File: config.mk
export PLATFORM = sky130hd
export DESIGN_NAME = sse_execute
export DESIGN_NICKNAME = d
export VERILOG_FILES = /design/src/sse_pkg.sv /design/src/sse_execute.sv /design/src/sse_shifter.sv
export SDC_FILE = /design/constraint.sdc
export NUM_CORES = 1
export LEC_CHECK = 0
export BUFFER_PORTS_ARGS = -buffer_cell sky130_fd_sc_hd__buf_2
export CORE_ASPECT_RATIO = 1.2
export CORE_MARGIN = 1.5
export CORE_UTILIZATION = 45
export DETAILED_ROUTE_END_ITERATION = 10
export GPL_ROUTABILITY_DRIVEN = 0
export GPL_TIMING_DRIVEN = 0
export PLACE_DENSITY_LB_ADDON = 0.12
export SKIP_CTS_REPAIR_TIMING = 1
export SLEW_MARGIN = 20
export SYNTH_ARGS = -nofsm -noshare
export SYNTH_HDL_FRONTEND = slang
export SYNTH_SLANG_ARGS = --single-unit
File: constraint.sdc
create_clock -name mclk -period 9.05 [get_ports mclk]
set_input_delay 0.4525 -clock mclk [delete_from_list [all_inputs] [get_ports mclk]]
set_output_delay 0.4525 -clock mclk [all_outputs]
set_load 0.03 [all_outputs]
File: src/sse_pkg.sv
package sse_pkg;

	// ----------------------------------------
	// Register map, byte addresses
	// ----------------------------------------
	localparam logic [7:0] OFF_INSTR = 8'h00;
	localparam logic [7:0] OFF_SRCA = 8'h04;
	localparam logic [7:0] OFF_SRCB = 8'h08;
	localparam logic [7:0] OFF_TGT = 8'h0C;
	localparam logic [7:0] OFF_MODE = 8'h10;
	localparam logic [7:0] OFF_RESULT = 8'h14;
	localparam logic [7:0] OFF_STATUS = 8'h18;
	localparam int OFF_HI = 7;

	// ----------------------------------------
	// Field layouts
	// ----------------------------------------
	localparam int RD_HI = 29;
	localparam int RD_LO = 25;
	localparam int OP_HI = 24;
	localparam int OP_LO = 19;
	localparam int RSA_HI = 18;
	localparam int RSA_LO = 14;
	localparam int SEL_BIT = 13;
	localparam int ASI_HI = 12;
	localparam int ASI_LO = 5;
	localparam int IMM_HI = 12;
	localparam int RSB_HI = 4;
	localparam int RSB_LO = 0;
	localparam int MODE_SUP = 0;
	localparam int MODE_CPEN = 1;
	localparam int MODE_ICC_HI = 7;
	localparam int MODE_ICC_LO = 4;

	// Operation codes
	localparam logic [5:0] OPC_SLL = 6'h25;
	localparam logic [5:0] OPC_SRL = 6'h26;
	localparam logic [5:0] OPC_SHRS = 6'h27;
	localparam logic [5:0] OPC_STW = 6'h04;
	localparam logic [5:0] OPC_STB = 6'h05;
	localparam logic [5:0] OPC_STWA = 6'h14;
	localparam logic [5:0] OPC_STBA = 6'h15;
	localparam logic [5:0] OPC_CPREG = 6'h34;
	localparam logic [5:0] OPC_CPCOND = 6'h35;

	// ----------------------------------------
	// Types
	// ----------------------------------------
	typedef enum logic [1:0] {
		SH_LEFT = 2'h0,
		SH_RIGHT = 2'h1,
		SH_RIGHT_SIGN = 2'h2
	} sse_shift_t;

	typedef enum logic [3:0] {
		PH_IDLE = 4'h1,
		PH_DECODE = 4'h2,
		PH_PROBE = 4'h4,
		PH_WRITE = 4'h8
	} sse_state_t;

	typedef enum logic [3:0] {
		TRAP_NONE = 4'h0,
		TRAP_UNIMP = 4'h1,
		TRAP_ILLEGAL = 4'h2,
		TRAP_PRIV = 4'h3,
		TRAP_CPDIS = 4'h4,
		TRAP_CPEXC = 4'h5,
		TRAP_ALIGN = 4'h6,
		TRAP_DACC = 4'h7
	} sse_trap_t;

endpackage

File: src/sse_execute.sv
// The address map and the AHB-Lite slave port were chosen for this implementation.
`timescale 1ns/1ns
// Operation
// - Left logical shift of source A, zeros fill low bits, to target.
// - Arithmetic right shift copies source A sign bit into vacated bits.
// - Logical right shift of source A, zeros fill high bits, to target.
// - Shift amount is low five bits of source B or immediate.
// - Zero shift amount passes source A unchanged to target.
// - Shifts never touch condition codes and never trap.
// - Plain stores address source A plus source B or sign-extended immediate.
// - Word store writes full target register at effective address.
// - Trapping word store leaves memory untouched.
// - Word store traps only misaligned address or data access fault.
// - Byte store writes low target byte; only data access fault traps.
// - Alternate word store uses space id, address source A plus B.
// - Alternate byte store writes low byte into named space.
// - Alternate stores: immediate gives illegal, user mode gives privileged trap.
// - Trapping alternate store leaves memory untouched.
// - Coprocessor store writes coprocessor register word at effective address.
// - Condition-register store writes coprocessor condition register.
// - Coprocessor stores trap disabled when enable off or absent.
// - Coprocessor stores may trap exception, misaligned or data fault.
// - Fields: target 29..25, op 24..19, A 18..14, select 13, B 4..0.
module sse_execute
	import sse_pkg::*;
(
	input wire logic mclk,
	input wire logic resetn,
	input wire logic hsel,
	input wire logic [31:0] haddr,
	input wire logic [1:0] htrans,
	input wire logic hwrite,
	input wire logic [2:0] hsize,
	input wire logic [31:0] hwdata,
	input wire logic hready,
	output logic [31:0] hrdata,
	output logic hreadyout,
	output logic hresp,
	output logic memReq,
	output logic [31:0] memAddr,
	output logic [7:0] memAsi,
	output logic memAlt,
	output logic memWrite,
	output logic [31:0] memData,
	output logic [3:0] memByteEn,
	input wire logic memAck,
	input wire logic memFault,
	input wire logic cpPresent,
	input wire logic cpExcept,
	output logic [4:0] cpRegSel,
	input wire logic [31:0] cpRegData,
	input wire logic [31:0] cpCondData
);

	// ----------------------------------------
	// State
	// ----------------------------------------
	typedef struct packed {
		sse_state_t state;
		logic [31:0] instr;
		logic [31:0] srcA;
		logic [31:0] srcB;
		logic [31:0] tgt;
		logic sup;
		logic cpEn;
		logic [3:0] icc;
		logic [31:0] result;
		logic resWr;
		logic done;
		sse_trap_t trap;
		logic [31:0] addr;
		logic [31:0] wData;
		logic [3:0] byteEn;
		logic [7:0] asi;
		logic alt;
		logic aWr;
		logic [7:0] aOff;
		logic [31:0] rdata;
	} sse_regs_t;

	sse_regs_t s;
	sse_regs_t next_s;

	// ----------------------------------------
	// Decode of the held instruction
	// ----------------------------------------
	logic [5:0] opc;
	logic selImm;
	logic [4:0] shAmt;
	logic [31:0] immExt;
	logic [31:0] effAddr;
	logic [31:0] shRes;
	logic isShift, isAlt, isByte, isCp, isStore;
	sse_shift_t shOp;
	sse_trap_t decTrap;

	// Field extraction and effective address
	assign opc = s.instr[OP_HI:OP_LO];
	assign selImm = s.instr[SEL_BIT];
	assign immExt = 32'($signed(s.instr[IMM_HI:0]));
	assign shAmt = selImm ? s.instr[RSB_HI:RSB_LO] : s.srcB[RSB_HI:RSB_LO];
	assign effAddr = s.srcA + ((selImm && !isAlt) ? immExt : s.srcB);
	assign isShift = (opc == OPC_SLL) || (opc == OPC_SRL) ||
		(opc == OPC_SHRS);
	assign isAlt = (opc == OPC_STWA) || (opc == OPC_STBA);
	assign isByte = (opc == OPC_STB) || (opc == OPC_STBA);
	assign isCp = (opc == OPC_CPREG) || (opc == OPC_CPCOND);
	assign isStore = isAlt || isCp || (opc == OPC_STW) || (opc == OPC_STB);
	assign shOp = (opc == OPC_SLL) ? SH_LEFT :
		(opc == OPC_SHRS) ? SH_RIGHT_SIGN : SH_RIGHT;

	sse_shifter u_shifter (
		.value(s.srcA),
		.amount(shAmt),
		.op(shOp),
		.result(shRes)
	);

	// Trap priority before any memory traffic
	always_comb begin
		decTrap = TRAP_NONE;
		if (isAlt && selImm) begin
			decTrap = TRAP_ILLEGAL;
		end else if (isAlt && !s.sup) begin
			decTrap = TRAP_PRIV;
		end else if (isCp && (!s.cpEn || !cpPresent)) begin
			decTrap = TRAP_CPDIS;
		end else if (!isByte && (effAddr[1:0] != 2'h0)) begin
			decTrap = TRAP_ALIGN;
		end
	end

	// ----------------------------------------
	// Next state
	// ----------------------------------------
	always_comb begin
		next_s = s;
		next_s.aWr = 1'b0;
		// AHB address phase, read data prepared here
		if (hsel && htrans[1] && hready) begin
			next_s.aWr = hwrite;
			next_s.aOff = haddr[OFF_HI:0];
			case (haddr[OFF_HI:0])
				OFF_INSTR: next_s.rdata = s.instr;
				OFF_SRCA: next_s.rdata = s.srcA;
				OFF_SRCB: next_s.rdata = s.srcB;
				OFF_TGT: next_s.rdata = s.tgt;
				OFF_MODE: next_s.rdata = {24'h000000, s.icc, 2'h0, s.cpEn, s.sup};
				OFF_RESULT: next_s.rdata = s.result;
				OFF_STATUS: next_s.rdata = {19'h00000, s.instr[RD_HI:RD_LO],
					s.trap, 1'b0, s.resWr, s.done, (s.state != PH_IDLE)};
				default: next_s.rdata = 32'h00000000;
			endcase
		end
		// AHB data phase writes, operands frozen while busy
		if (s.aWr && (s.state == PH_IDLE)) begin
			case (s.aOff)
				OFF_INSTR: begin
					next_s.instr = hwdata;
					next_s.done = 1'b0;
					next_s.resWr = 1'b0;
					next_s.trap = TRAP_NONE;
					next_s.state = PH_DECODE;
				end
				OFF_SRCA: next_s.srcA = hwdata;
				OFF_SRCB: next_s.srcB = hwdata;
				OFF_TGT: next_s.tgt = hwdata;
				OFF_MODE: begin
					next_s.sup = hwdata[MODE_SUP];
					next_s.cpEn = hwdata[MODE_CPEN];
					next_s.icc = hwdata[MODE_ICC_HI:MODE_ICC_LO];
				end
				default: ;
			endcase
		end
		// Execute sequence
		unique case (s.state)
			PH_IDLE: ;
			PH_DECODE: begin
				if (isShift) begin
					next_s.result = shRes;
					next_s.resWr = 1'b1;
					next_s.done = 1'b1;
					next_s.state = PH_IDLE;
				end else if (!isStore) begin
					next_s.trap = TRAP_UNIMP;
					next_s.done = 1'b1;
					next_s.state = PH_IDLE;
				end else if (decTrap != TRAP_NONE) begin
					next_s.trap = decTrap;
					next_s.done = 1'b1;
					next_s.state = PH_IDLE;
				end else begin
					next_s.addr = effAddr;
					next_s.alt = isAlt;
					next_s.asi = isAlt ? s.instr[ASI_HI:ASI_LO] : 8'h00;
					if (isByte) begin
						// Low byte in every lane, one lane enabled
						next_s.wData = {4{s.tgt[7:0]}};
						next_s.byteEn = 4'h8 >> effAddr[1:0];
					end else begin
						next_s.wData = s.tgt;
						next_s.byteEn = 4'hF;
					end
					next_s.state = PH_PROBE;
				end
			end
			PH_PROBE: begin
				// Fault known before the strobe, so memory stays clean
				if (isCp && cpExcept) begin
					next_s.trap = TRAP_CPEXC;
					next_s.done = 1'b1;
					next_s.state = PH_IDLE;
				end else if (memFault) begin
					next_s.trap = TRAP_DACC;
					next_s.done = 1'b1;
					next_s.state = PH_IDLE;
				end else if (memAck) begin
					if (opc == OPC_CPREG) begin
						next_s.wData = cpRegData;
					end else if (opc == OPC_CPCOND) begin
						next_s.wData = cpCondData;
					end
					next_s.state = PH_WRITE;
				end
			end
			PH_WRITE: begin
				next_s.done = 1'b1;
				next_s.state = PH_IDLE;
			end
		endcase
	end

	// ----------------------------------------
	// Registers
	// ----------------------------------------
	always_ff @(posedge mclk or negedge resetn) begin
		if (!resetn) begin
			s <= '0;
			s.state <= PH_IDLE;
			s.trap <= TRAP_NONE;
		end else begin
			s <= next_s;
		end
	end

	// ----------------------------------------
	// Outputs
	// ----------------------------------------
	assign hrdata = s.rdata;
	assign hreadyout = 1'b1;
	assign hresp = 1'b0;
	assign memReq = (s.state == PH_PROBE);
	assign memWrite = (s.state == PH_WRITE);
	assign memAddr = s.addr;
	assign memAsi = s.asi;
	assign memAlt = s.alt;
	assign memData = s.wData;
	assign memByteEn = s.byteEn;
	assign cpRegSel = s.instr[RD_HI:RD_LO];

	logic [4:0] refAmt;
	logic decShift;
	assign refAmt = s.instr[13] ? s.instr[4:0] : s.srcB[4:0];
	assign decShift = (s.state == PH_DECODE) && isShift;
endmodule // sse_execute

File: src/sse_shifter.sv
`timescale 1ns/1ns
module sse_shifter
	import sse_pkg::*;
(
	input wire logic [31:0] value,
	input wire logic [4:0] amount,
	input sse_shift_t op,
	output logic [31:0] result
);

	// ----------------------------------------
	// Barrel shift, zero amount passes through
	// ----------------------------------------
	always_comb begin
		unique case (op)
			SH_LEFT: result = value << amount;
			SH_RIGHT: result = value >> amount;
			SH_RIGHT_SIGN: result = 32'($signed(value) >>> amount);
			default: result = value;
		endcase
	end

endmodule // sse_shifter

==> results.md <==
- Status: complete, but fails checks
- Failing checks: DRC
- Clock Sinks: around 290
- Slew @ Worst Pin: ~1.0 ns
- Initial antenna violation count: 0
- Skew final: approximately 0.033 ns
- IO buf count: between 200 and 250
- Syn avg cell area: around 9.2 sq um
- NumNets Final: approximately 2600
- Drt total wl: a little over 80000 um
- Die area: ~45000 sq um
- Die W: slightly below 200 um
- Final Hold Fails: 0
- Final worst slack: between 3 and 4 ns
- Period utilisation layout: 57.6%
- Synthesis-to-layout area growth: 15.2%
- Hold Path Depth: 2
- Number of global-route vias before repair: around 18000
- Arrival @ worst endpoint: ~5.7 ns
- Most frequent cells in the layout: 330 x nand2_1, 293 x dfrtp_1, 261 x buf_2, 162 x mux2_2, 156 x a21oi_1
- GRT Total Usage: 35.4%
- R2R cell count: 16
- Mapped Area: between 15000 and 20000 sq um
- Dpl hpwl: 62900 um
- First-pass GRT wire length: 119000 um
- Setup TNS: 0 ns
- Largest net degree at the start of global routing: between 80 and 90
- DRC viols: 27
- Drt initial violations: ~2400
- Unrepaired setup endpoints after global routing: no
- Number of synthesized register bits: 294
- Drt wl/cell: ~27 um
- Avg Vias per Cell: approximately 6.4
- Ys async rst share: 100%
- Fillers: 4042
- Critical path class: flop to flop
- Die H: roughly 230 um
- Hold Path Origin: haddr[7]
- Pins Over Slew Limit: 0
- P_leak: 10.6 nW
- Min cycle time layout: about 5.2 ns
- Clk root buf: clkbuf_16
- FF-to-FF setup slack: 3.84 ns
- CTS Buf Count: 31
- Seq/Total Area, Yosys: 37.3%
- Crit end category: flop
- Clk Latency, worst-skew pair: approximately 0.60 ns
- Worst hold endpoint: s[39]$_DFFE_PN0P_
- First-pass DRT Iterations: 11
- Relative slew slack: a little under a third
- Hold crit path type: input pin to flop
- Multi-input combinational cell area: approximately 11000 sq um
- FF/Latch Area: between 7000 and 8000 sq um
- Layout cells sized above 1: approximately a quarter
- Startpoint Class: flop
- Routed Antenna Nets: 0
- Hold slack: about 0.12 ns
- # rows: 83
- H-tree depth: 1
- Routed via count: roughly 19000
- Initial Util: between 40 and 50%
- Core area: around 43000 sq um
- Max clock buf depth: 3
- MaxCap Viol Count: 0
- CP max FO: 10
- CP Data Required Time: roughly 9.5 ns
- Commonest non-fill, non-tap cell in the layout: nand2_1
- Ratio of total power to cell area: ~160 nW/um^2
- Synth cell types: 85
- N_diodes: 0
- IO Count: 260
- YS warnings: 0
- FMAX: around 190 MHz
- Gate Count Post-Synth: approximately 2200
- CTS tree: built
- CTS clk-pin slew, worst paths: around 0.07 ns
- Number of synthesized flops with an enable pin: 0
- Reg2reg end: s[292]$_DFF_PN0_
- Setup violations, final: 0
- Ys flop type: dfrtp_1
- Mapped Nets: 2324
- Maximum vdd drop: between 0.15 and 0.2 mV
- Reg2Reg Launch Point: opc[5]$_DFFE_PN0P_
- Grt total ovfl: 0
- DP Worst Slack: 3.96 ns
-- synth_stat cells, drive strengths merged (9+ instances only) --
cell type / instances / share of area [%]
o22a: 22 / 0.98
and2: 16 / 0.51
buf: 169 / 5.9
nand2b: 13 / 0.45
mux4: 22 / 2.5
dfrtp: 293 / 37
o21a: 9 / 0.34
o211ai: 14 / 0.53
xnor2: 13 / 0.58
nand3: 43 / 1.1
mux2: 163 / 9.3
inv: 21 / 0.40
xor2: 13 / 0.58
nor3: 28 / 0.71
clkbuf: 105 / 2.0
ha: 31 / 2.0
mux2i: 141 / 7.3
nor2: 116 / 2.2
a221o: 21 / 1.1
and3: 18 / 0.57
or3: 9 / 0.29
o21ai: 152 / 3.9
a21o: 23 / 0.88
nand2: 331 / 6.3
a31oi: 31 / 0.98
a21oi: 156 / 4.0
a222oi: 19 / 0.96
a22o: 23 / 1.0
a211oi: 18 / 0.68
-- how the worst max path moves through the flow --
stage | slack [ns] | startpoint | end
6_report | 3.84 | opc[5]$_DFFE_PN0P_ | s[292]$_DFF_PN0_
5_1_grt | 3.53 | opc[5]$_DFFE_PN0P_ | memByteEn[0]$_DFFE_PN0P_
4_1_cts | 3.97 | opc[5]$_DFFE_PN0P_ | memAsi[4]$_DFFE_PN0P_
3_5_place_dp | 3.96 | opc[5]$_DFFE_PN0P_ | s[292]$_DFF_PN0_
3_3_place_gp | 1.89 | resetn | memAddr[3]$_DFFE_PN0P_
2_1_floorplan | 5.23 | opc[5]$_DFFE_PN0P_ | memAddr[29]$_DFFE_PN0P_
-- sequential cells by signal (all words and copies together) (netlist names) --
name	count
cpRegSel	5
hrdata	32
immExt	13
memAddr	32
memAlt	1
memAsi	8
memByteEn	4
memData	32
opc	6
s	161
-- worst max-delay path, cell delays in order, from the launching register on --
cell      delay [ns]
dfrtp_1         0.51
nor3b_1         0.31
nand2_1         0.26
nand2_1         0.30
buf_1           0.55
mux2_2          0.42
ha_1            0.19
inv_1           0.07
fa_1            0.52
nand2b_1        0.22
a22o_1          0.27
nor2_4          0.07
nand2_1         0.10
clkbuf_1        0.42
clkbuf_1        0.50
buf_2           0.32
nand2_1         0.08
-- per-layer routing --
layer | share of wire, % | wire [um] | vias up | GRT usage [%]
met4 | 8.2 | 6650 | 0 | 23.4
met5 | 0 | 0 | - | 0
met3 | 11 | 8850 | 400 | 8.52
li1 | - | - | 8228 | -
met2 | 44 | 35800 | 1285 | 56.8
met1 | 37 | 29600 | 9266 | 42.4
-- cells by family (layout without fill, tap and decap cells) --
kind of cell | after synthesis | in the layout | synth area share (%)
adders and majority gates | 32 | 32 | 2.07
and+or+nand+nor | 616 | 616 | 13.7
buffers and inverters | 295 | 582 | 8.27
AOI/OAI and AO/OA | 559 | 559 | 18.3
xor gates and xnor gates | 26 | 26 | 1.15
other | 2 | 2 | 0.0381
muxes | 326 | 326 | 19.1
DFF | 294 | 294 | 37.3
-- layout make-up --
cell class / count / share of cell area (%)
Clock buffer: 46 / 4.06
Tap cell: 552 / 3.04
Timing Repair Buffer: 232 / 5.47
Clock inverter: 9 / 0.578
Buffer: 274 / 6.83
Multi-Input combinational cell: 1561 / 47.3
Inverter: 21 / 0.347
Sequential cell: 294 / 32.4
-- metrics by stage --
stage / util, % / cell area, sq um / std cells / total power (W)
6_report: 52.9 / 22700 / 2989 / 0.00364
5_1_grt: 52.9 / 22700 / 2989 / 0.00375
4_1_cts: 52.8 / 22700 / 2988 / 0.00361
3_5_place_dp: 50.4 / 21700 / 2933 / 0.00229
3_3_place_gp: 50.1 / 21600 / 2930 / 0.00228
2_1_floorplan: - / 19700 / 2150 / 0.00197
-- power breakdown --
group | switching [W] | internal, W
Clock | 0.000546 | 0.000784
Combinational | 0.000522 | 0.000297
Sequential | 0.000110 | 0.00138
Note: power is estimated with default switching activity, not from simulation.
